$ cat src/rtl/nsb_defs.svh
`ifndef NSB_DEFS_SVH
`define NSB_DEFS_SVH

// ============================================================
// register byte addresses (a word sits at the even address)
`define NSB_PAGE_ADR      7'h00
`define NSB_ND_TMP_ADR    7'h0a
`define NSB_ND_SUP_ADR    7'h0c
`define NSB_GW_TMP_ADR    7'h0c
`define NSB_GW_SUP_ADR    7'h0e
`define NSB_BUF_ADR       7'h12
`define NSB_REC_ADR       7'h14
`define NSB_ALM_ADR       7'h1a
`define NSB_DIAG_ADR      7'h34
`define NSB_CMD_ADR       7'h36
`define NSB_AXS_ADR       7'h38
`define NSB_AYS_ADR       7'h3a
`define NSB_AXP_ADR       7'h3c
`define NSB_AYP_ADR       7'h3e
`define NSB_TSL_ADR       7'h40
`define NSB_TSH_ADR       7'h42
`define NSB_AXF_ADR       7'h44
`define NSB_AYF_ADR       7'h46
`define NSB_INF1_ADR      7'h4c
`define NSB_INF2_ADR      7'h4e

// ============================================================
// reset values and fields
`define NSB_INFO1_RST     16'h0008
`define NSB_DIAG_ST_BIT   5

// ============================================================
// command bit positions
`define NSB_CMD_STEST     2
`define NSB_CMD_FACT      3
`define NSB_CMD_DCLR      4
`define NSB_CMD_SWRST     7
`define NSB_CMD_BUFZ      10
`define NSB_CMD_RETR      13
// bits finished by this block rather than by cmd_done
`define NSB_CMD_INT_MASK  16'h2490

// ============================================================
// timing
`define NSB_CLK_HZ        125000000
`define NSB_CLK_NS        8
`define NSB_SUP_SPS       50000
`define NSB_SUP_CYC       (`NSB_CLK_HZ / `NSB_SUP_SPS)
`define NSB_SUP_N         256
`define NSB_SUP_SH        4'h8
`define NSB_TMP_WIN_NS    1700000
`define NSB_TMP_N         64
`define NSB_TMP_CYC       (`NSB_TMP_WIN_NS / (`NSB_CLK_NS * `NSB_TMP_N))
`define NSB_TMP_SH        4'h6

`endif

$ cat src/rtl/nsb_pkg.sv
package nsb_pkg;

	// ============================================================
	// one stored record header
	typedef struct packed {
		logic [15:0] diag;
		logic [15:0] ax_stat;
		logic [15:0] ay_stat;
		logic [15:0] ax_peak;
		logic [15:0] ay_peak;
		logic [15:0] ts_lo;
		logic [15:0] ts_hi;
		logic [15:0] ax_bin;
		logic [15:0] ay_bin;
		logic [15:0] info1;
		logic [15:0] info2;
	} nsb_hdr_type;

	// ============================================================
	// whole state of the bank; pend/arm bit 1 gateway, bit 0 node
	typedef struct packed {
		nsb_hdr_type hdr;
		logic [2:0]  page;
		logic [8:0]  buf_idx;
		logic [3:0]  rec_ptr;
		logic [7:0]  alm_sel;
		logic [15:0] cmd;
		logic [15:0] go;
		logic        rd_wait;
		logic        sclk_d;
		logic [15:0] sh;
		logic [3:0]  bits;
		logic [15:0] tx;
		logic        miso;
		logic        miso_oe;
		logic [23:0] sup_acc;
		logic [7:0]  sup_cnt;
		logic [11:0] sup_tmr;
		logic        sup_conv;
		logic [21:0] tmp_acc;
		logic [5:0]  tmp_cnt;
		logic [11:0] tmp_tmr;
		logic        tmp_conv;
		logic [15:0] gw_sup;
		logic [15:0] gw_tmp;
		logic [15:0] nd_sup;
		logic [15:0] nd_tmp;
		logic [1:0]  sup_pend;
		logic [1:0]  sup_arm;
		logic [1:0]  tmp_pend;
		logic [1:0]  tmp_arm;
		logic        rt_d;
	} nsb_state_type;

endpackage : nsb_pkg

$ cat src/rtl/nsb_mem_if.sv
interface nsb_mem_if;
	logic                wr_en;
	logic [3:0]          wr_addr;
	nsb_pkg::nsb_hdr_type wr_data;
	logic                rd_en;
	logic [3:0]          rd_addr;
	nsb_pkg::nsb_hdr_type rd_data;

	modport ctl (output wr_en, wr_addr, wr_data, rd_en, rd_addr,
		input rd_data);
	modport mem (input wr_en, wr_addr, wr_data, rd_en, rd_addr,
		output rd_data);
endinterface : nsb_mem_if

$ cat src/rtl/nsb_bank.sv
// Behaviour
// - node on record end, gateway continuously
// - supply is mean of 256 at 50 kSPS
// - temperature is mean of 64 over 1.7 ms
// - streaming mode: gateway updates once at start only
// - supply is 16-bit straight binary
// - temperature is 16-bit offset binary
// - header rewritten per record and on retrieve
// - info word: rate 15:14, averages 7:0
// - info word: window in bits 13:12
// - seconds stamp split low and high words
// - command bit launches, clears when finished
// - bit 13 fetches selected record header
// - bit 14 loads selected alarm band
// - bit 12 saves alarm bands to SRAM
// - bit 10 zeroes data buffer index
// - bit 9 erases stored alarm bands
// - bit 8 clears records and buffers
// - bit 6 saves registers to flash
// - bit 5 runs flash checksum test
// - bit 3 restores factory settings, clears buffers
// - bit 2 self-test, result to diag bit 5
// - diag bit 5: one fail, zero pass
`include "nsb_defs.svh"

module nsb_bank (
	input  logic                 clk_sys,
	input  logic                 reset,
	input  logic                 sclk,
	input  logic                 cs_n,
	input  logic                 mosi,
	output logic                 miso,
	output logic                 miso_oe,
	output logic                 sup_conv,
	input  logic                 sup_vld,
	input  logic [15:0]          sup_data,
	output logic                 tmp_conv,
	input  logic                 tmp_vld,
	input  logic [15:0]          tmp_data,
	input  logic                 rt_mode,
	input  logic                 rec_done,
	input  logic                 rec_evt,
	input  logic [3:0]           rec_slot,
	input  nsb_pkg::nsb_hdr_type hdr_in,
	input  logic [15:0]          cmd_done,
	input  logic                 st_fail,
	output logic [15:0]          action_go,
	output logic [8:0]           buf_index,
	output logic [7:0]           alm_select,
	output logic [3:0]           rec_select
);

	// ============================================================
	// declarations
	nsb_pkg::nsb_state_type st_r;
	nsb_pkg::nsb_state_type st_nxt;
	logic                   frm_vld;
	logic [15:0]            frm;
	logic [6:0]             adr;
	logic [15:0]            newset;
	logic [15:0]            done;
	logic [23:0]            sup_sum;
	logic [21:0]            tmp_sum;
	logic                   rt_rise;
	logic [1:0]             sup_req;
	logic [1:0]             tmp_req;

	nsb_mem_if mif ();

	nsb_hdr_mem u_mem (
		.clk_sys (clk_sys),
		.port    (mif.mem)
	);

	// ============================================================
	// helpers
	function automatic logic [15:0] mean(
		input logic [23:0] sum,
		input logic [3:0]  sh
	);
		return 16'(sum >> sh);
	endfunction : mean

	function automatic logic [15:0] rd_word(
		input nsb_pkg::nsb_state_type s,
		input logic [6:0]             a
	);
		logic [15:0] v;
		v = 16'h0000;
		if (a == `NSB_PAGE_ADR) begin
			v = {13'h0000, s.page};
		end else if (s.page == 3'h0) begin
			if (a == `NSB_GW_TMP_ADR) v = s.gw_tmp;
			if (a == `NSB_GW_SUP_ADR) v = s.gw_sup;
		end else begin
			case (a)
			`NSB_ND_TMP_ADR: v = s.nd_tmp;
			`NSB_ND_SUP_ADR: v = s.nd_sup;
			`NSB_BUF_ADR:    v = {7'h00, s.buf_idx};
			`NSB_REC_ADR:    v = {12'h000, s.rec_ptr};
			`NSB_ALM_ADR:    v = {8'h00, s.alm_sel};
			`NSB_DIAG_ADR:   v = s.hdr.diag;
			`NSB_AXS_ADR:    v = s.hdr.ax_stat;
			`NSB_AYS_ADR:    v = s.hdr.ay_stat;
			`NSB_AXP_ADR:    v = s.hdr.ax_peak;
			`NSB_AYP_ADR:    v = s.hdr.ay_peak;
			`NSB_TSL_ADR:    v = s.hdr.ts_lo;
			`NSB_TSH_ADR:    v = s.hdr.ts_hi;
			`NSB_AXF_ADR:    v = s.hdr.ax_bin;
			`NSB_AYF_ADR:    v = s.hdr.ay_bin;
			`NSB_INF1_ADR:   v = s.hdr.info1;
			`NSB_INF2_ADR:   v = s.hdr.info2;
			default:         v = 16'h0000;
			endcase
		end
		return v;
	endfunction : rd_word

	// ============================================================
	// header store port
	assign mif.wr_en   = rec_evt;
	assign mif.wr_addr = rec_slot;
	assign mif.wr_data = hdr_in;
	assign mif.rd_en   = st_r.cmd[`NSB_CMD_RETR] && !st_r.rd_wait;
	assign mif.rd_addr = st_r.rec_ptr;

	// ============================================================
	// next state
	always_comb begin
		st_nxt  = st_r;
		frm_vld = 1'b0;
		frm     = {st_r.sh[14:0], mosi};
		adr     = frm[14:8];
		newset  = 16'h0000;
		done    = 16'h0000;
		rt_rise = rt_mode && !st_r.rt_d;
		sup_sum = st_r.sup_acc + 24'(sup_data);
		tmp_sum = st_r.tmp_acc + 22'(tmp_data);
		// record end refreshes the node, streaming start both sides
		sup_req = {rt_rise, rec_done || rt_rise};
		tmp_req = sup_req;

		st_nxt.sclk_d   = sclk;
		st_nxt.rt_d     = rt_mode;
		st_nxt.go       = 16'h0000;
		st_nxt.sup_conv = 1'b0;
		st_nxt.tmp_conv = 1'b0;

		// serial port: sampled on the rising clock edge, 16-bit frames
		st_nxt.miso_oe = !cs_n;
		st_nxt.miso    = cs_n ? 1'b0 : st_r.tx[4'hf - st_r.bits];
		if (cs_n) begin
			st_nxt.bits = 4'h0;
		end else if (sclk && !st_r.sclk_d) begin
			st_nxt.sh   = frm;
			st_nxt.bits = st_r.bits + 4'h1;
			frm_vld     = (st_r.bits == 4'hf);
		end
		// a read frame returns its word during the following frame
		if (frm_vld) begin
			st_nxt.tx = frm[15] ? 16'h0000 :
				rd_word(st_r, {adr[6:1], 1'b0});
		end

		// register writes, one byte per frame
		if (frm_vld && frm[15]) begin
			if (adr == `NSB_PAGE_ADR) begin
				st_nxt.page = frm[2:0];
			end
			if (st_r.page != 3'h0) begin
				case (adr)
				`NSB_BUF_ADR:          st_nxt.buf_idx[7:0] = frm[7:0];
				`NSB_BUF_ADR + 7'h01:  st_nxt.buf_idx[8]   = frm[0];
				`NSB_REC_ADR:          st_nxt.rec_ptr      = frm[3:0];
				`NSB_ALM_ADR:          st_nxt.alm_sel      = frm[7:0];
				`NSB_CMD_ADR:          newset[7:0]         = frm[7:0];
				`NSB_CMD_ADR + 7'h01:  newset[15:8]        = frm[7:0];
				default:               ;
				endcase
			end
		end

		// ========================================================
		// commands: outside actions finish on cmd_done
		done = cmd_done & ~`NSB_CMD_INT_MASK;
		done[`NSB_CMD_BUFZ]  = st_r.cmd[`NSB_CMD_BUFZ];
		done[`NSB_CMD_DCLR]  = st_r.cmd[`NSB_CMD_DCLR];
		done[`NSB_CMD_SWRST] = st_r.cmd[`NSB_CMD_SWRST];
		done[`NSB_CMD_RETR]  = st_r.rd_wait;
		// a new write wins over a finish in the same cycle
		st_nxt.cmd = (st_r.cmd & ~done) | newset;
		// launch pulse only for an idle bit; bits 0-3,5,6,8,9,11,12,14,15
		// are carried out by the outside engines
		st_nxt.go = newset & ~st_r.cmd;
		st_nxt.rd_wait = mif.rd_en;

		// software reset and factory restore return the settings
		if (st_r.go[`NSB_CMD_SWRST] || st_r.go[`NSB_CMD_FACT]) begin
			st_nxt.page       = 3'h0;
			st_nxt.buf_idx    = 9'h000;
			st_nxt.rec_ptr    = 4'h0;
			st_nxt.alm_sel    = 8'h00;
			st_nxt.hdr        = '0;
			st_nxt.hdr.info1  = `NSB_INFO1_RST;
		end
		if (st_r.cmd[`NSB_CMD_BUFZ]) begin
			st_nxt.buf_idx = 9'h000;
		end

		// ========================================================
		// record header: fields arrive packed as laid out in info1,
		// info2 and the stamp words
		if (rec_evt) begin
			st_nxt.hdr = hdr_in;
		end
		if (st_r.rd_wait) begin
			st_nxt.hdr = mif.rd_data;
		end
		if (cmd_done[`NSB_CMD_STEST] && st_r.cmd[`NSB_CMD_STEST]) begin
			st_nxt.hdr.diag[`NSB_DIAG_ST_BIT] = st_fail;
		end
		if (st_r.cmd[`NSB_CMD_DCLR]) begin
			st_nxt.hdr.diag = 16'h0000;
		end

		// ========================================================
		// supply: conversion start every 2500 cycles, block of 256
		if (st_r.sup_tmr == 12'h000) begin
			st_nxt.sup_tmr  = 12'(`NSB_SUP_CYC - 1);
			st_nxt.sup_conv = 1'b1;
		end else begin
			st_nxt.sup_tmr = st_r.sup_tmr - 12'h001;
		end
		st_nxt.sup_pend = st_r.sup_pend | sup_req;
		if (sup_vld) begin
			st_nxt.sup_cnt = st_r.sup_cnt + 8'h01;
			st_nxt.sup_acc = sup_sum;
			if (st_r.sup_cnt == 8'h00) begin
				// only a block begun in or after the request's cycle may satisfy it
				st_nxt.sup_acc  = 24'(sup_data);
				st_nxt.sup_arm  = st_r.sup_pend | sup_req;
				st_nxt.sup_pend = 2'b00;
			end
			if (st_r.sup_cnt == 8'(`NSB_SUP_N - 1)) begin
				if (st_r.sup_arm[1] || !rt_mode) begin
					st_nxt.gw_sup = mean(sup_sum, `NSB_SUP_SH);
				end
				if (st_r.sup_arm[0]) begin
					st_nxt.nd_sup = mean(sup_sum, `NSB_SUP_SH);
				end
				st_nxt.sup_arm = 2'b00;
			end
		end

		// ========================================================
		// temperature: 64 conversions spread over the 1.7 ms window
		if (st_r.tmp_tmr == 12'h000) begin
			st_nxt.tmp_tmr  = 12'(`NSB_TMP_CYC - 1);
			st_nxt.tmp_conv = 1'b1;
		end else begin
			st_nxt.tmp_tmr = st_r.tmp_tmr - 12'h001;
		end
		st_nxt.tmp_pend = st_r.tmp_pend | tmp_req;
		if (tmp_vld) begin
			st_nxt.tmp_cnt = st_r.tmp_cnt + 6'h01;
			st_nxt.tmp_acc = tmp_sum;
			if (st_r.tmp_cnt == 6'h00) begin
				st_nxt.tmp_acc  = 22'(tmp_data);
				st_nxt.tmp_arm  = st_r.tmp_pend | tmp_req;
				st_nxt.tmp_pend = 2'b00;
			end
			if (st_r.tmp_cnt == 6'(`NSB_TMP_N - 1)) begin
				// streaming holds the gateway value after its one update
				if (st_r.tmp_arm[1] || !rt_mode) begin
					st_nxt.gw_tmp = mean({2'b00, tmp_sum}, `NSB_TMP_SH);
				end
				if (st_r.tmp_arm[0]) begin
					st_nxt.nd_tmp = mean({2'b00, tmp_sum}, `NSB_TMP_SH);
				end
				st_nxt.tmp_arm = 2'b00;
			end
		end
	end

	// ============================================================
	// state register
	always_ff @(posedge clk_sys or posedge reset) begin
		if (reset) begin
			st_r           <= '0;
			st_r.hdr.info1 <= `NSB_INFO1_RST;
		end else begin
			st_r <= st_nxt;
		end
	end

	assign miso       = st_r.miso;
	assign miso_oe    = st_r.miso_oe;
	assign sup_conv   = st_r.sup_conv;
	assign tmp_conv   = st_r.tmp_conv;
	assign action_go  = st_r.go;
	assign buf_index  = st_r.buf_idx;
	assign alm_select = st_r.alm_sel;
	assign rec_select = st_r.rec_ptr;

	localparam int sup_gap_val = `NSB_SUP_CYC - 1;
	logic [11:0] sup_gap_r;
	logic        sup_seen_r;

	always_ff @(posedge clk_sys or posedge reset) begin
		if (reset) begin
			sup_gap_r  <= 12'h000;
			sup_seen_r <= 1'b0;
		end else if (st_r.sup_conv) begin
			sup_gap_r  <= 12'h000;
			sup_seen_r <= 1'b1;
		end else begin
			sup_gap_r <= sup_gap_r + 12'h001;
		end
	end
endmodule : nsb_bank

$ cat src/rtl/nsb_hdr_mem.sv
module nsb_hdr_mem (
	input logic  clk_sys,
	nsb_mem_if.mem port
);
	// sixteen slots, the upper two unused by a fourteen record store
	nsb_pkg::nsb_hdr_type store [16];

	always_ff @(posedge clk_sys) begin
		if (port.wr_en) begin
			store[port.wr_addr] <= port.wr_data;
		end
		if (port.rd_en) begin
			port.rd_data <= store[port.rd_addr];
		end
	end
endmodule : nsb_hdr_mem

$ cat config.mk
export PLATFORM = sky130hd
export DESIGN_NAME = nsb_bank
export DESIGN_NICKNAME = d
export VERILOG_FILES = /design/src/rtl/nsb_pkg.sv /design/src/rtl/nsb_mem_if.sv /design/src/rtl/nsb_bank.sv /design/src/rtl/nsb_hdr_mem.sv
export VERILOG_INCLUDE_DIRS = /design/src /design/src/rtl
export SDC_FILE = /design/constraint.sdc
export NUM_CORES = 2
export LEC_CHECK = 0
export BUFFER_PORTS_ARGS = -buffer_cell sky130_fd_sc_hd__buf_2
export CORE_ASPECT_RATIO = 1.2
export CORE_UTILIZATION = 55
export CTS_CLUSTER_DIAMETER = 100
export CTS_CLUSTER_SIZE = 16
export DETAILED_ROUTE_END_ITERATION = 12
export PLACE_DENSITY = 0.71
export SLEW_MARGIN = 15
export SYNTH_ARGS = -nofsm -noshare
export SYNTH_HDL_FRONTEND = slang
export SYNTH_SLANG_ARGS = --single-unit
$ cat constraint.sdc
create_clock -name clk_sys -period 19.7 [get_ports clk_sys]
set_input_delay 0.985 -clock clk_sys [delete_from_list [all_inputs] [get_ports clk_sys]]
set_output_delay 0.985 -clock clk_sys [all_outputs]
set_load 0.02 [all_outputs]
==> implementation parameters <==
Parameter                              Value

Floorplanning
  Overall die area ... 0.2453 mm²
  Initial core utilization ... 0.5524
  Die W ... 452.3 µm
  Die boundary height ... 542.4 µm
  I/O pins ... 280
  Rows ... 198
  Placeable core area ... 0.2423 mm²

Timing
  Final critical delay including setup and external delays ... 5.798 ns
  Post-Route Skew ... 0.07633 ns
  Total of endpoints with negative setup slack in the final report ... 0
  Maximum clock frequency ... 0.1725 GHz
  Max-slew headroom at the worst pin ... 0.1524
  Pin slew with the least headroom to its limit ... 1.271 ns
  Setup Total Neg Slack ... 0 ns
  Total count of max-transition violations in the final report ... 0
  RSZ-0062 raised after global routing ... false
  Number of hold violations in the final report ... 0
  Share of the clock period used by the worst path ... 0.2943

Yosys
  Flop and latch count out of synthesis ... 3,422
  Proportion of synthesized chip area in sequential cells ... 0.7517
  Cell area after synthesis ... 0.1338 mm²
  Main synth FF type ... edfxtp_1
  Async set-or-reset flop fraction in the synthesized netlist ... 0.1257
  Number of unique standard cell types used by synthesis ... 86
  Total of warnings raised by yosys ... 0
  Gate Count Post-Synth ... 6,790
  Post-synth EDFFs ... 2,992
  Post-Syn Nets ... 7,072
  Syn avg cell area ... 19.71 µm²

Finish
  Share of final-layout standard cells stronger than drive strength 1 ... 0.2255
  Top library cells by usage in the layout, fill and taps aside ... edfxtp_1, mux4_2, nand2_1, dfrtp_1, nor2_1
  Most common library cell in the layout ignoring fill and taps ... edfxtp_1
  Final nets ... 7,295
  Area of the multi-input gates ... 0.03117 mm²
  Final core utilization ... 0.6004
  Layout-stage area growth over the synthesis result ... 8.679%
  Final Non-Filler Cells ... 10,440
  Sequential cell area in the final layout ... 0.1006 mm²
  Fill cells ... 16,990

Global route
  Number of global-route vias before repair ... 68,230
  Met3 Resource Use GR ... 0.04953
  Global-route track usage on met1 ... 0.3921
  Largest net degree at the start of global routing ... 171
  Global-route usage over all layers ... 0.2773
  Antenna violations before repair ... 92
  Met2 routing resource usage after global routing ... 0.4326
  Peak-usage layer in the global routing report ... met2
  Global route total overflow ... 0
  First-pass GRT wire length ... 486,900 µm

Clocking
  Level count of the clock H-tree ... 4
  Sinks on the clock net ... 3,422
  Largest buffer count on any clock path ... 4
  Reg clk slew, reported paths ... 0.07 ns
  Clock tree from TritonCTS ... done
  Total clock buffers created by CTS ... 240
  Post-CTS Setup Repair Bufs ... 0
  Latest clock arrival within the worst-skew pair ... 0.93 ns
  Hold buffer count at CTS ... 0
  Root Driver ... clkbuf_16
  Post-cts sizing count ... 0

Critical path
  Kind of critical path ... reg2out
  Worst reg2reg setup slack ... 13.98 ns
  Kind of launch point of the worst setup path ... register
  Worst path slowest cell ... dfrtp_4
  Endpoint class of the critical path ... output pin
  Delay of the slowest cell on the worst path ... 0.93 ns
  Dominant cell type by count on the critical path ... buf_4
  Required time of the critical path ... 18.72 ns
  Cell breakdown of the critical path ... buf_4, buf_4, buf_4, buf_2
  Worst path arrival time ... 4.81 ns
  CP max FO ... 52

Placed design
  Placed wire-length estimate after detailed placement ... 180,200 µm
  Gp weighted congestion ... 0.8932
  Quantity of I/O buffers inserted on ports ... 275
  Cell Count Post-Placement ... 9,971

Routing
  Drt total wl ... 338,800 µm
  DRC viols ... 0
  Iteration-0 DRC count of the detailed router ... 8,131
  Post-detailed-route count of antenna-violating nets ... 0
  Per-cell routed wire length ... 32.46 µm
  Count of vias placed by the detailed router ... 68,920
  Number of search-and-repair iterations in the first detailed-routing pass ... 8
  Ratio of routed vias to standard cells ... 6.604

Pwr
  Static leakage ... 46.31 nW
  Total Power ... 0.01396 W
  Power density over the cells ... 96.00 mW/mm²
  Peak ir drop on the vdd network ... 0.08188 mV

Run status
  Outcome ... finished, final reports clean

Hold path
  Type of the tightest min-delay check ... in2async

Run
  Count of maximum capacitance violations ... 0
[logic make-up after synthesis]
| kind of cell | share of synthesized area |
|---|---|
| AO/OA/AOI/OAI | 0.03521 |
| AND/OR/NAND/NOR | 0.03452 |
| buffers and inverters | 0.01653 |
| multiplexers | 0.1536 |
| XOR/XNOR | 0.004319 |
| flip-flops | 0.7517 |
| adder cells (fa/ha/maj) | 0.004132 |
[sequential cells by signal, summed over array words and instances (netlist names)]
signal and cells:
adr 7, rec_select 4, u_mem.store 2816, miso_oe 1
alm_select 8, miso 1, action_go 16, st_r 370
sup_conv 1, u_mem.port.rd_data 176, done 4, tmp_conv 1
frm 8, buf_index 9
[power by group]
part / internal [W] / switching, W / total [W]
registers: 0.00811 / 0.000172 / 0.00828
logic: 0.000335 / 0.000669 / 0.00100
clock network: 0.00230 / 0.00238 / 0.00468
total: 0.0107 / 0.00322 / 0.0140
[through the flow]
| step | hold slack, ns | setup WS, ns | instance area (µm²) |
|---|---|---|---|
| after floorplan | 0.3777 | 4.966 | 133800 |
| after global placement | 0.3836 | 13.82 | 138600 |
| after detailed placement | 0.3839 | 13.81 | 138600 |
| after CTS | 0.1544 | 13.65 | 145400 |
| after global routing | 0.1757 | 13.41 | 145400 |
| final | 0.1541 | 13.90 | 145500 |
[layout make-up]
class,instances,area share
diodes,36,0.0006193
well taps,3200,0.02753
repair buffers,397,0.01746
inverters,56,0.001497
clock inverters,7,0.0006365
multi-input cells,2896,0.2143
flip-flops and latches,3422,0.6918
clock buffers,423,0.04616
[critical path: cells and delay by family (launching register included)]
kind	cells	cell delay, ns
buffers and inverters	4	2.86
flip-flops	1	0.93
[layer usage]
layer	share of wire	up-vias	wire, µm
met5	0.00098	-	331
met4	0.042	52	14200
met3	0.092	655	31100
met2	0.48	3596	162500
met1	0.39	36840	130700
li1	-	27780	-
[cell usage after synthesis (all sizes together), types with 6 or more instances]
cell | n | area share
a21o | 16 | 0.00090
a22oi | 37 | 0.0021
mux2 | 29 | 0.0024
mux4 | 878 | 0.15
a211oi | 26 | 0.0017
ha | 41 | 0.0038
a21boi | 11 | 0.00065
a31oi | 20 | 0.00093
or3 | 20 | 0.00093
nor4 | 11 | 0.00074
xor2 | 21 | 0.0014
nand2 | 507 | 0.014
o211ai | 12 | 0.00075
a221oi | 41 | 0.0027
nand3 | 48 | 0.0018
a222oi | 8 | 0.00060
and3 | 7 | 0.00036
and2 | 11 | 0.00051
nor2 | 332 | 0.0096
o21ai | 258 | 0.0097
nor2b | 40 | 0.0019
a22o | 34 | 0.0022
a21oi | 273 | 0.010
clkbuf | 232 | 0.0065
nand4 | 18 | 0.00089
o21a | 6 | 0.00034
mux2i | 46 | 0.0034
xnor2 | 45 | 0.0029
dfrtp | 429 | 0.080
inv | 56 | 0.0016
edfxtp | 2992 | 0.67
buf | 184 | 0.0085
nor3 | 25 | 0.0011
nand2b | 14 | 0.00067
[final timing paths]
kind | startpoint | to | depth (start not counted)
worst min-delay path | reset | st_r[75] | 2
worst max register to register | rec_select[0] | u_mem.port.rd_data[42] | 6
min in group clk_sys | sclk | st_r[197] | 1
max in group asynchronous | reset | done[13] | 5
worst max-delay path | rec_select[0] | rec_select[0] | 4
worst min register to register | done[7] | action_go[7] | 1
Power figures use the tool's default switching activity.
